$ cat src/rtl/hmf_pkg.sv
// Constants shared by the host MAC status/indirect-access block and its host.
// Assumes a 32-bit word bus where each register takes one aligned word.
package hmf_pkg;
  // ==========================================================
  // Register offsets
  localparam logic [7:0]  RX_FIFO_OCCUPANCY_OFS   = 8'h7c; // Fill of RX FIFOs
  localparam logic [7:0]  TX_FIFO_LEVELS_OFS      = 8'h80; // TX used/free
  localparam logic [7:0]  RX_DROPPED_COUNT_OFS    = 8'ha0; // Clear-on-read
  localparam logic [7:0]  INDIRECT_CMD_OFS        = 8'ha4; // Command + busy
  localparam logic [7:0]  INDIRECT_DATA_OFS       = 8'ha8; // Indirect data
  localparam logic [7:0]  INT_STATUS_OFS          = 8'hb0; // Sticky events
  localparam logic [7:0]  INT_MASK_OFS            = 8'hb4; // Enable mask
  // ==========================================================
  // Field positions
  localparam int          OCC_HI_LSB              = 16;    // Status words
  localparam int          BUSY_BIT                = 31;    // Busy handshake
  localparam int          DIR_BIT                 = 30;    // 1 read, 0 write
  localparam int          HALFWAY_BIT             = 23;    // Drop halfway irq
  // ==========================================================
  // Reset values and the drop halfway threshold
  localparam logic [15:0] TX_FREE_RESET           = 16'h1200; // Full FIFO
  localparam logic [31:0] DROP_HALF_BEFORE        = 32'h7fffffff;
  localparam logic [31:0] INT_MASK_RESET          = 32'h00000000;
  // ==========================================================
  // Timing of the internal register port
  localparam logic [3:0]  CSR_ACCESS_CYCLES       = 4'h4; // Busy length
endpackage

$ cat src/rtl/hmf_if.sv
// Link between the status/indirect-access device and its host controller.
// Assumes a single clock shared by both ends; bus is classic SRAM-like.
`timescale 1ns/100ps
`default_nettype none
interface hmf_if (
  input wire logic clk_i,
  input wire logic rst_i
);
  logic        cs;     // Access strobe, held until ack
  logic        we;     // 1 write, 0 read
  logic [7:0]  addr;   // Byte offset
  logic [31:0] wdata;  // Write data
  logic [31:0] rdata;  // Read data from device
  logic        ack;    // One-cycle completion
  logic        irq;    // Level interrupt
  modport device (input cs, we, addr, wdata, output rdata, ack, irq);
  modport host   (output cs, we, addr, wdata, input rdata, ack, irq);
endinterface
`default_nettype wire

$ cat src/rtl/hmf_device.sv
// Host MAC FIFO status, drop counter and indirect register access.
// Assumes FIFO levels and drop events come from logic on clk_i.
//
// Local design decision: the SRAM-like link (hmf_if) to the registers; Wishbone is in the host.
`timescale 1ns/100ps
`default_nettype none
module hmf_device (
  input  wire logic        clk_i,
  input  wire logic        rst_i,
  hmf_if.device            bus,
  input  wire logic [7:0]  rx_status_occupancy_i, // Words used
  input  wire logic [15:0] rx_frame_bytes_i,      // Length of stored frame
  input  wire logic        rx_frame_stored_i,     // Frame entered FIFO
  input  wire logic [15:0] rx_data_read_bytes_i,  // Bytes drained by host
  input  wire logic        rx_data_read_i,        // Drain strobe
  input  wire logic [7:0]  tx_status_occupancy_i, // Words used
  input  wire logic [15:0] tx_data_free_space_i,  // Bytes free
  input  wire logic        tx_free_valid_i,       // Free level is live
  input  wire logic        frame_dropped_i,       // Host MAC dropped frame
  output logic             csr_req_o,             // Internal access pulse
  output logic             csr_read_o,            // Internal direction
  output logic [7:0]       csr_index_o,           // Internal register index
  output logic [31:0]      csr_wdata_o,           // Internal write data
  input  wire logic [31:0] csr_rdata_i            // Internal read data
);
  // ==========================================================
  // Helpers
  // Round a byte count up to a whole 32-bit word
  function automatic logic [15:0] word_round(input logic [15:0] n);
    word_round = (n + 16'h0003) & 16'hfffc;
  endfunction

  // ==========================================================
  // Registers
  logic [15:0] rx_data_occupancy_ff;       // Byte fill of RX data FIFO
  logic [15:0] tx_free_ff;                 // Captured TX free space
  logic [31:0] dropped_frame_counter_ff;   // Drop count
  logic        busy_ff;                    // Indirect access in flight
  logic        dir_ff;                     // Last command direction
  logic [7:0]  index_ff;                   // Last command index
  logic [31:0] wdata_ff;                   // Host-written data
  logic [31:0] rdata_ff;                   // Internal read result
  logic [3:0]  busy_cnt_ff;                // Cycles left in access
  logic        ack_ff;                     // Bus answer
  logic [31:0] bus_rdata_ff;               // Registered read data
  logic        int_status_ff;              // Halfway sticky bit
  logic        int_mask_ff;                // Halfway enable

  // ==========================================================
  // Decode
  wire         req       = bus.cs & ~ack_ff;     // New access this cycle
  wire         wr        = req & bus.we;
  wire         rd        = req & ~bus.we;
  wire         sel_drop  = bus.addr == hmf_pkg::RX_DROPPED_COUNT_OFS;
  wire         sel_cmd   = bus.addr == hmf_pkg::INDIRECT_CMD_OFS;
  wire         sel_data  = bus.addr == hmf_pkg::INDIRECT_DATA_OFS;
  wire         sel_ist   = bus.addr == hmf_pkg::INT_STATUS_OFS;
  wire         sel_imk   = bus.addr == hmf_pkg::INT_MASK_OFS;
  // Start only when idle; a busy write is ignored to protect the access
  wire         start     = wr & sel_cmd & bus.wdata[hmf_pkg::BUSY_BIT]
                           & ~busy_ff;
  wire         done      = busy_ff & (busy_cnt_ff == 4'h1);
  wire         drop_rd   = rd & sel_drop;
  // Midpoint crossing event
  wire         halfway   = frame_dropped_i & ~drop_rd &
                 (dropped_frame_counter_ff == hmf_pkg::DROP_HALF_BEFORE);
  // Net change of RX data fill
  wire [15:0]  rx_add    = rx_frame_stored_i ?
                           word_round(rx_frame_bytes_i) : 16'h0000;
  wire [15:0]  rx_sub    = rx_data_read_i ?
                           word_round(rx_data_read_bytes_i) : 16'h0000;

  // Read mux; unused positions and unmapped offsets read zero
  logic [31:0] nxt_rdata;
  always_comb begin
    nxt_rdata = 32'h00000000;
    unique case (bus.addr)
      hmf_pkg::RX_FIFO_OCCUPANCY_OFS: begin
        nxt_rdata = {8'h00, rx_status_occupancy_i,
                     rx_data_occupancy_ff};
      end
      hmf_pkg::TX_FIFO_LEVELS_OFS: begin
        nxt_rdata = {8'h00, tx_status_occupancy_i, tx_free_ff};
      end
      hmf_pkg::RX_DROPPED_COUNT_OFS: begin
        nxt_rdata = dropped_frame_counter_ff;
      end
      hmf_pkg::INDIRECT_CMD_OFS: begin
        nxt_rdata = {busy_ff, dir_ff, 22'h000000, index_ff};
      end
      hmf_pkg::INDIRECT_DATA_OFS: begin
        nxt_rdata = dir_ff ? rdata_ff : wdata_ff;
      end
      hmf_pkg::INT_STATUS_OFS: begin
        nxt_rdata = 32'(int_status_ff) << hmf_pkg::HALFWAY_BIT;
      end
      hmf_pkg::INT_MASK_OFS: begin
        nxt_rdata = 32'(int_mask_ff) << hmf_pkg::HALFWAY_BIT;
      end
      default: begin
        nxt_rdata = 32'h00000000;
      end
    endcase
  end

  // ==========================================================
  // Bus answer: ack one cycle after strobe, then low for one
  always_ff @(posedge clk_i) begin
    if (rst_i) begin
      ack_ff       <= 1'b0;
      bus_rdata_ff <= 32'h00000000;
    end else begin
      ack_ff       <= req;
      bus_rdata_ff <= rd ? nxt_rdata : 32'h00000000;
    end
  end

  // ==========================================================
  // FIFO level tracking
  always_ff @(posedge clk_i) begin
    if (rst_i) begin
      rx_data_occupancy_ff <= 16'h0000;
      tx_free_ff           <= hmf_pkg::TX_FREE_RESET;
    end else begin
      rx_data_occupancy_ff <= rx_data_occupancy_ff + rx_add - rx_sub;
      // Until the TX FIFO reports, show full capacity
      if (tx_free_valid_i) begin
        tx_free_ff <= tx_data_free_space_i;
      end
    end
  end

  // ==========================================================
  // Drop counter; a drop coinciding with the read is kept as one
  always_ff @(posedge clk_i) begin
    if (rst_i) begin
      dropped_frame_counter_ff <= 32'h00000000;
    end else if (drop_rd) begin
      dropped_frame_counter_ff <= {31'h0, frame_dropped_i};
    end else if (frame_dropped_i) begin
      dropped_frame_counter_ff <= dropped_frame_counter_ff + 32'h1;
    end
  end

  // ==========================================================
  // Interrupt status and mask; set wins over write-one-clear
  always_ff @(posedge clk_i) begin
    if (rst_i) begin
      int_status_ff <= 1'b0;
      int_mask_ff   <= hmf_pkg::INT_MASK_RESET[hmf_pkg::HALFWAY_BIT];
    end else begin
      if (halfway) begin
        int_status_ff <= 1'b1;
      end else if (wr & sel_ist & bus.wdata[hmf_pkg::HALFWAY_BIT]) begin
        int_status_ff <= 1'b0;
      end
      if (wr & sel_imk) begin
        int_mask_ff <= bus.wdata[hmf_pkg::HALFWAY_BIT];
      end
    end
  end

  // ==========================================================
  // Indirect access engine
  always_ff @(posedge clk_i) begin
    if (rst_i) begin
      busy_ff     <= 1'b0;
      dir_ff      <= 1'b0;
      index_ff    <= 8'h00;
      wdata_ff    <= 32'h00000000;
      rdata_ff    <= 32'h00000000;
      busy_cnt_ff <= 4'h0;
    end else begin
      if (start) begin
        busy_ff     <= 1'b1;
        dir_ff      <= bus.wdata[hmf_pkg::DIR_BIT];
        index_ff    <= bus.wdata[7:0];
        busy_cnt_ff <= hmf_pkg::CSR_ACCESS_CYCLES;
      end else if (busy_ff) begin
        busy_cnt_ff <= busy_cnt_ff - 4'h1;
        if (done) begin
          busy_ff <= 1'b0;
          if (dir_ff) begin
            rdata_ff <= csr_rdata_i;
          end
        end
      end
      // Data writes while busy are dropped
      if (wr & sel_data & ~busy_ff) begin
        wdata_ff <= bus.wdata;
      end
    end
  end

  // ==========================================================
  // Outputs
  assign bus.ack     = ack_ff;
  assign bus.rdata   = bus_rdata_ff;
  assign bus.irq     = int_status_ff & int_mask_ff;
  assign csr_req_o   = done;        // Sampled in last busy cycle
  assign csr_read_o  = dir_ff;
  assign csr_index_o = index_ff;
  assign csr_wdata_o = wdata_ff;
endmodule
`default_nettype wire

$ cat src/flat_wrapper.sv
// flat-port wrapper written by rule: the top's interface ports become plain ports
module hmf_device_flat 
  (clk_i, rst_i, rx_status_occupancy_i, rx_frame_bytes_i, rx_frame_stored_i, rx_data_read_bytes_i, rx_data_read_i, tx_status_occupancy_i, tx_data_free_space_i, tx_free_valid_i, frame_dropped_i, csr_req_o, csr_read_o, csr_index_o, csr_wdata_o, csr_rdata_i, bus_cs, bus_we, bus_addr, bus_wdata, bus_rdata, bus_ack, bus_irq);
  hmf_if bus_i (.clk_i(clk_i), .rst_i(rst_i));
  input  wire logic clk_i;
  input  wire logic rst_i;
  input  wire logic [7:0] rx_status_occupancy_i;
  input  wire logic [15:0] rx_frame_bytes_i;
  input  wire logic rx_frame_stored_i;
  input  wire logic [15:0] rx_data_read_bytes_i;
  input  wire logic rx_data_read_i;
  input  wire logic [7:0] tx_status_occupancy_i;
  input  wire logic [15:0] tx_data_free_space_i;
  input  wire logic tx_free_valid_i;
  input  wire logic frame_dropped_i;
  output logic csr_req_o;
  output logic csr_read_o;
  output logic [7:0] csr_index_o;
  output logic [31:0] csr_wdata_o;
  input  wire logic [31:0] csr_rdata_i;
  input wire logic [$bits(bus_i.cs)-1:0] bus_cs;
  input wire logic [$bits(bus_i.we)-1:0] bus_we;
  input wire logic [$bits(bus_i.addr)-1:0] bus_addr;
  input wire logic [$bits(bus_i.wdata)-1:0] bus_wdata;
  output wire logic [$bits(bus_i.rdata)-1:0] bus_rdata;
  output wire logic [$bits(bus_i.ack)-1:0] bus_ack;
  output wire logic [$bits(bus_i.irq)-1:0] bus_irq;
  assign bus_i.cs = bus_cs;
  assign bus_i.we = bus_we;
  assign bus_i.addr = bus_addr;
  assign bus_i.wdata = bus_wdata;
  assign bus_rdata = bus_i.rdata;
  assign bus_ack = bus_i.ack;
  assign bus_irq = bus_i.irq;
  hmf_device u_core (.clk_i(clk_i), .rst_i(rst_i), .bus(bus_i), .rx_status_occupancy_i(rx_status_occupancy_i), .rx_frame_bytes_i(rx_frame_bytes_i), .rx_frame_stored_i(rx_frame_stored_i), .rx_data_read_bytes_i(rx_data_read_bytes_i), .rx_data_read_i(rx_data_read_i), .tx_status_occupancy_i(tx_status_occupancy_i), .tx_data_free_space_i(tx_data_free_space_i), .tx_free_valid_i(tx_free_valid_i), .frame_dropped_i(frame_dropped_i), .csr_req_o(csr_req_o), .csr_read_o(csr_read_o), .csr_index_o(csr_index_o), .csr_wdata_o(csr_wdata_o), .csr_rdata_i(csr_rdata_i));
endmodule
$ cat config.mk
export PLATFORM = sky130hd
export DESIGN_NAME = hmf_device_flat
export DESIGN_NICKNAME = d
export VERILOG_FILES = /design/src/rtl/hmf_pkg.sv /design/src/rtl/hmf_if.sv /design/src/rtl/hmf_device.sv /design/src/flat_wrapper.sv
export SDC_FILE = /design/constraint.sdc
export NUM_CORES = 1
export LEC_CHECK = 0
export BUFFER_PORTS_ARGS = -buffer_cell sky130_fd_sc_hd__buf_4
export CAP_MARGIN = 20
export CORE_MARGIN = 1
export CORE_UTILIZATION = 54
export CTS_CLUSTER_SIZE = 10
export DETAILED_ROUTE_END_ITERATION = 6
export PLACE_DENSITY = 0.81
export SLEW_MARGIN = 20
export SYNTH_ARGS = -nofsm -noshare
export SYNTH_HDL_FRONTEND = slang
export SYNTH_SLANG_ARGS = --single-unit
$ cat constraint.sdc
create_clock -name clk_i -period 6.5 [get_ports clk_i]
set_clock_uncertainty 0.2 [all_clocks]
set_input_delay 0.975 -clock clk_i [delete_from_list [all_inputs] [get_ports clk_i]]
set_output_delay 0.975 -clock clk_i [all_outputs]
set_load 0.01 [all_outputs]
# ---- Word level (Yosys, flattened, before mapping)
# Cells that the tools add are included.
# W data, S select, Z words.
dict set report word_totals {
  mem_bits_ro 0
  ramBits 0
  regBits 177
  latch_bits 0
  memories 0
  output_inout_bits 76
}
dict set report op_classes {
  multipliers 0
  add_sub_neg 6
  n_lt_le_gt_ge 0
  shifts 0
  n_reduce_logical 7
  n_div 0
  bitwise 22
  muxes 13
  n_eq_ne 9
}
# cell n
set op_table {}
lappend op_table {{$pmux W32 S7} 1}
lappend op_table {{$eq A8 B8 Y1 const B} 6}
lappend op_table {{$add A16 B2 Y16 const B} 2}
lappend op_table {{$add A32 B1 Y32 const B} 1}
lappend op_table {{$eq A32 B31 Y1 const B} 1}
lappend op_table {{$mux W16} 2}
lappend op_table {{$mux W32} 1}
lappend op_table {{$add A16 B16 Y16} 1}
lappend op_table {{$and A1 B1 Y1} 16}
lappend op_table {{$sub A16 B16 Y16} 1}
lappend op_table {{$eq A8 B7 Y1 const B} 1}
lappend op_table {{$mux W1} 7}
lappend op_table {{$mux W3} 2}
lappend op_table {{$not A1 Y1} 6}
lappend op_table {{$reduce_bool A2 Y1} 3}
lappend op_table {{$reduce_or A2 Y1} 3}
lappend op_table {{$eq A4 B1 Y1 const B} 1}
lappend op_table {{$reduce_and A4 Y1} 1}
lappend op_table {{$sub A4 B1 Y4 const B} 1}

# ---- Logic depth before layout (Yosys ltp)
# Gate-level depths: netlist of the first run.
dict set report depth {
  word_depth 8
  depth_mapped 17
  ltp_nobuf 16
}

# ---- Least setup slack after synthesis of the first run
# OpenSTA, ideal clock, no wires.
dict set report synth_path {
  kind {input port to flip-flop}
  from {input port rx_data_read_bytes_i[1]}
  to {register u_core.rx_data_occupancy_ff[15]}
  arrival_ns 4.216
  cell_stages 16
  t_required_ns 6.169
  n_path_buf 1
  setup_ns 0.131
  setup_slack_ns 1.953
  cell_sequence {o211a_1 and3_1 clkbuf_1 and3_1 xor2_1 and2_1 fa_1 inv_1 ha_1 o21a_1 o21ai_0 o21ai_0 nor3_1 o211a_1 o21ai_0 nor3b_2}
}
dict set report synth_between {
  elab_chain_len 3
}
# item line_no
set synth_rtl {}
lappend synth_rtl {{start, declared} flat_wrapper.sv:10} ;# input wire logic [15:0] rx_data_read_bytes_i;
lappend synth_rtl {{$add A16 B2 Y16} hmf_device.sv:30} ;# word_round = (n + 16'h0003) & 16'hfffc;
lappend synth_rtl {{$mux W16} hmf_device.sv:70} ;# wire [15:0] rx_sub = rx_data_read_i ?
lappend synth_rtl {{$sub A16 B16 Y16} hmf_device.sv:125} ;# rx_data_occupancy_ff <= rx_data_occupancy_ff + rx_add - rx_sub;
lappend synth_rtl {{end signal, assigned} hmf_device.sv:125}
lappend synth_rtl {{end, declared} hmf_device.sv:35} ;# logic [15:0] rx_data_occupancy_ff;
# Every way passes these cells.
# A chain may end at the register's enable or synchronous reset.

# ---- Final worst setup path of the first run
# Same ends and word-level chain as after synthesis.

==> flow_summary.yaml, run 1 <==
global_route:
  first_global_vias: 7371
  grt_max_degree: 65
  grt_overflow: 0
  grt_use_total_pct: 29.2
  grt_pass1_wl_mm: 37.0
  antenna_found_initial: 0
detailed_routing:
  firstDrtPassIters: 7
  drt-total-wl_mm: 23.8
  drt.antenna.violating_nets: 0
  detail_route.iter0.violations: 730
  vias: 7999
  viasPerCell: 5.54
  drc: 17
  wire_per_inst_um: 16.5
floorplanning:
  fp.dieH_um: 128
  die_x_um: 128
  core-area_um2: 15400
  pin_count: 220
  start_util_pct: 55.9
  fp.dieArea_um2: 16400
  rows: 45
critical_path:
  path_max_fanout: 7
  cp_num_cells: 16
  crit_buf_inv: 2
  crit_path_start_kind: "input pin"
  slowest_stage: "fa_1"
  cpLargestDelayFamily: "compound AO/OA/AOI/OAI gates"
  rr_worst_depth: 11
  ff2ff_setup_slack_ps: 3200
  cp_common_cell: "o21ai_0"
  crit_path_max_incr_delay_ps: 490
  worstPathRequired_ps: 6590
  crit_chain: "buf_4 -> o211a_1 -> and3_1 -> and3_1 -> xor2_1 -> and2_1 -> fa_1 -> inv_1 -> ha_1 -> o21a_1 -> o21ai_0 -> o21ai_0 -> nor3_1 -> o211a_1 -> o21ai_0 -> nor3b_2"
  critPathArrivalTime_ps: 4660
  critPathKind: "input pin to register"
  end_kind: "register"
clock_network:
  clkTransAtPathRegs_ps: 60
  cts_buffer_depth: 2
  hold_buffers: 0
  cts-root-buf: "clkbuf_16"
  clk_latency_ps: 430
  cts.htree.levels: 4
  cts_buffers: 17
  ctsResizeCount: 0
  cts_setup_buffers: 0
  cts.sinks: 175
  cts_tree: "built"
synthesis:
  syn_inst: 1030
  yosysUniqueCellTypes: 54
  synth.avg_cell_area_um2: 8.34
  synthFlopType: "dfxtp_1"
  synth_area_leaders: "dfxtp_1 41%, nand2_1 9.1%, a21oi_1 6.4%"
  yosys.area.top_type_share_pct: 40.8
  synth-seq-cells: 175
  syn_area_um2: 8590
  ys_seq_area_share_pct: 40.8
  post_synth_most_frequent_cells: "209 x nand2_1, 175 x dfxtp_1, 110 x a21oi_1"
  post-synth-top-area-cell: "dfxtp_1"
  synth-edff-count: 0
  yosys_warnings: 0
  synth_nets: 1205
  async_flop_share_pct: 0
  yosysMostFrequentCell: "nand2_1"
pwr:
  power_leakage_uw: 0.00441
  power_uw: 2830
  vdd_drop_max_mv: 0.208
  p_per_area_nw_per_um2: 259
layout:
  synthToLayoutAreaGrowth_pct: 27.1
  fin_nets: 1394
  final_cells: 1443
  register_area_um2: 3500
  multiInputGateArea_um2: 4740
  num_antenna_cells: 0
  drive_above_1_share_pct: 24.4
  final_cell_area_um2: 10900
  num-fill-cells: 1269
worst_hold_path:
  hold_depth: 2
  hp-class: "register to register"
job:
  drv_cap: 0
sta:
  finalWorstPathRequiredPeriod_ps: 4570
  hold_viol: 0
  slew_violations: 0
  worstMarginPinSlew_ps: 1020
  setup_ws_ps: 1930
  setup-violations-final: 0
  fin_crit_sh_pct: 70.3
  relSlewSlack_pct: 31.9
  tns_ps: 0
  rsz0062_at_grt: "no"
  fmax_ghz: 0.219
place:
  routabilityCongestion: 0.964
  dp.cells: 1411
  pre_cts_slack_ps: 1550
  io_buffers: 219
  place_area_um2: 10400
  dp_hpwl_mm: 17.9
run_status:
  status: "complete, but fails checks"
  violations: "DRC"
[where the power goes]
group	total [µW]	internal (µW)	switching, µW
clock	958	549	409
sequential	1160	1120	38.0
combinational	717	337	380
total	2830	2000	827
[logic make-up after synthesis]
family,after synthesis,share of synthesized area [%]
multiplexers,47,5.93
XOR/XNOR,64,6.53
flip-flops,175,40.8
AO/OA/AOI/OAI,196,14.5
adder cells (fa/ha/maj),31,5.74
AND/OR/NAND/NOR,421,22.2
buffers and inverters,96,4.33
[stage by stage]
stage | hold slack, ps | util, %
finish | 254 | 71.0
global route | 267 | 71.0
CTS | 254 | 71.0
detailed placement | 245 | 67.4
global placement | 240 | 67.3
floorplan | 233 | -
[tightest hold or removal path, delay by kind of cell, from the launching register on]
kind / cells / cell delay (ps)
AOI/OAI and AO/OA: 1 / 50
DFF: 1 / 310
and+or+nand+nor: 1 / 50
[placed cells by master, fill, tap and decap left out, drive strengths merged, types with 7 or more instances in the layout]
master    n
nor3     18
fa       14
and3     14
xnor2    34
mux2     31
nand2b   12
a21oi   111
or3       8
a222oi   22
nor2     84
nand2   209
clkbuf   24
dfxtp   175
buf     227
inv      40
and2     18
nor2b     8
xor2     30
nand3    22
a22oi    17
nand4     7
mux2i    16
o21ai    19
ha       17
[state kept, by name, summed over array words and instances (netlist names)]
| name | flops |
|---|---|
| u_core.tx_free_ff | 16 |
| u_core.csr_wdata_o | 32 |
| u_core.busy_cnt_ff | 4 |
| u_core.csr_read_o | 1 |
| u_core.int_status_ff | 1 |
| u_core.dropped_frame_counter_ff | 32 |
| u_core.bus.rdata | 32 |
| u_core.rdata_ff | 32 |
| u_core.csr_index_o | 8 |
| u_core.rx_data_occupancy_ff | 14 |
| u_core.int_mask_ff | 1 |
| u_core.busy_ff | 1 |
| u_core.bus.ack | 1 |
[path summary, 6_finish.rpt]
| check | startpoint | end |
|---|---|---|
| setup / recovery | rx_data_read_bytes_i[1] | u_core.rx_data_occupancy_ff[15] |
| hold / removal | u_core.rdata_ff[18] | u_core.rdata_ff[18] |
| setup reg to reg | u_core.rx_data_occupancy_ff[8] | u_core.rx_data_occupancy_ff[15] |
| hold reg to reg | u_core.rdata_ff[18] | u_core.rdata_ff[18] |
[metal layers]
| layer | GRT usage (%) | vias to the layer above | wire length, µm | part of all wire [%] |
|---|---|---|---|---|
| li1 | - | 3893 | - | - |
| met1 | 36.0 | 3740 | 9920 | 42 |
| met2 | 50.7 | 326 | 11700 | 49 |
| met3 | 5.63 | 40 | 1590 | 6.7 |
| met4 | 10.8 | 0 | 559 | 2.4 |
| met5 | 0 | - | 0 | 0 |
[final cells by class]
type	instances	area share (%)
inverters	39	1.34
clock inverters	8	0.756
multi-input cells	759	43.4
flip-flops and latches	175	32.1
well taps	211	2.42
clock buffers	24	4.32
repair buffers	227	15.7
Note: power is estimated with default switching activity, not from simulation.
==> run 2, diff against run 1 <==
- CORE_UTILIZATION: 54 -> 48
- PLACE_DENSITY: 0.81 -> 0.76
- clock period: 6.5 -> 4.18 ns (I/O delays scaled with it)
==> run 2 against run 1 <==
The flow still finishes with violations (DRC). Die area up 12%. Core utilization down 7.1 points. Sequential share of layout area down 0.53 points. Largest power group unchanged. First-iteration DRC count down 24%. Critical path depth up 2. Highest routed layer unchanged. Clock power up 76%. Critical endpoint unchanged.
==> flow_summary.yaml, run 2 (synthesis gave the netlist of run 1 again) <==
floorplanning:
  start_util_pct: 49.5
  rows: 48
  fp.dieArea_um2: 18400
  fp.dieH_um: 136
  die_x_um: 136
  core-area_um2: 17400
  pin_count: 220
critical_path:
  slowest_stage: "fa_1"
  worstPathRequired_ps: 4290
  worstReg2RegEnd: "u_core.rx_data_occupancy_ff[10]"
  end_kind: "register"
  crit_path_max_incr_delay_ps: 510
  rr_worst_depth: 12
  path_max_fanout: 4
  crit_path_start_kind: "input pin"
  r2r_start: "u_core.rx_data_occupancy_ff[2]"
  ff2ff_setup_slack_ps: 1120
  critPathKind: "input pin to register"
  crit_chain: "buf_4 -> o211a_1 -> and3_1 -> and3_1 -> nand2_1 -> xnor2_1 -> and2_1 -> fa_1 -> inv_1 -> ha_1 -> o21a_1 -> o21ai_1 -> o21ai_0 -> nor3_1 -> buf_4 -> a211oi_2 -> nor3_1 -> nor3b_2"
  critPathArrivalTime_ps: 3850
global_route:
  grt_use_total_pct: 26.9
  antenna_found_initial: 0
  grt_max_degree: 86
  grt_pass1_wl_mm: 37.8
  first_global_vias: 7341
  grt_overflow: 0
layout:
  multiInputGateArea_um2: 4730
  final_cell_mix: "238 x buf_4, 208 x nand2_1, 175 x dfxtp_1"
  final_core_util_pct: 64.0
  register_area_um2: 3500
  final_common_cell: "buf_4"
  drive_above_1_share_pct: 25.2
  num_antenna_cells: 0
  num-fill-cells: 1485
  synthToLayoutAreaGrowth_pct: 29.3
  fin_nets: 1406
clock_network:
  cts_buffer_depth: 2
  cts_buffers: 17
  clk_latency_ps: 430
  cts_setup_buffers: 0
  hold_buffers: 0
  clkTransAtPathRegs_ps: 70
  cts.sinks: 175
  ctsResizeCount: 0
  cts.htree.levels: 4
  cts_tree: "built"
  cts-root-buf: "clkbuf_16"
detailed_routing:
  firstDrtPassIters: 7
  detail_route.iter0.violations: 552
  drt.antenna.violating_nets: 0
  vias: 7971
  viasPerCell: 5.43
  wire_per_inst_um: 16.8
  drc: 4
  drt-total-wl_mm: 24.7
sta:
  rsz0062_at_grt: "no"
  fmax_ghz: 0.267
  worstMarginPinSlew_ps: 966
  relSlewSlack_pct: 35.6
  slew_violations: 0
  hold_viol: 0
  setup-violations-final: 0
  setup_ws_ps: 436
  fin_crit_sh_pct: 89.6
  finalWorstPathRequiredPeriod_ps: 3740
place:
  io_buffers: 219
  routabilityCongestion: 0.890
  dp_hpwl_mm: 18.6
  pre_cts_slack_ps: -26.0
run_status:
  status: "complete, but fails checks"
  violations: "DRC"
worst_hold_path:
  hold-path-endpoint: "u_core.tx_free_ff[9]"
  hp-class: "input pin to register"
  hold_depth: 2
  hold_start: "tx_data_free_space_i[9]"
pwr:
  vdd_drop_max_mv: 0.265
  power_leakage_uw: 0.00452
  p_per_area_nw_per_um2: 420
job:
  drv_cap: 0
==> run 2: report_power, final <==
group          switching [µW]  internal [µW]  leakage, µW
combinational             609            570      0.00279
sequential               58.2           1740      0.00142
clock                     675           1010     0.000308
total                    1340           3320      0.00452
==> run 2: per-layer routing <==
metal / routed length (µm) / part of all wire, % / GRT usage, %
met2: 11900 / 48 / 45.5
met4: 652 / 2.6 / 10.5
met3: 1640 / 6.6 / 3.85
met1: 10500 / 43 / 34.4
met5: 0 / 0 / 0
==> run 2: per-stage QoR <==
step | setup TNS (ps) | cell area [µm²] | hold slack [ps] | total power, µW | cells
after floorplan | 0 | 8590 | 233 | 2630 | 1030
after global placement | 0 | 10400 | 239 | 2990 | 1436
after detailed placement | -26.0 | 10500 | 245 | 3010 | 1437
after CTS | 0 | 11100 | 199 | 4680 | 1469
after global routing | 0 | 11100 | 199 | 4910 | 1469
final | 0 | 11100 | 205 | 4670 | 1469
==> run 2: worst max path at each step <==
stage,from,end,slack [ps]
floorplan,rx_data_read_bytes_i[1],u_core.rx_data_occupancy_ff[15],80
global placement,rx_data_read_bytes_i[1],u_core.rx_data_occupancy_ff[15],60
detailed placement,rx_data_read_bytes_i[1],u_core.rx_data_occupancy_ff[15],-30
CTS,rx_data_read_bytes_i[1],u_core.rx_data_occupancy_ff[15],410
global route,rx_data_read_bytes_i[1],u_core.rx_data_occupancy_ff[13],210
finish,rx_data_read_bytes_i[1],u_core.rx_data_occupancy_ff[15],440
==> run 2: worst max-delay path: cells and delay by family <==
kind            cells  cell delay (ps)
compound gates      5              710
buf+inv             3              320
simple gates        7             1280
fa+ha+maj           2              840
xor+xnor            1               70
==> run 2: cell type report <==
cell class,count,share of cell area [%]
repair buffers,239,16.2
clock inverters,10,1.35
well taps,225,2.54
inverters,39,1.32
flip-flops and latches,175,31.6
clock buffers,22,4.36
multi-input cells,759,42.6
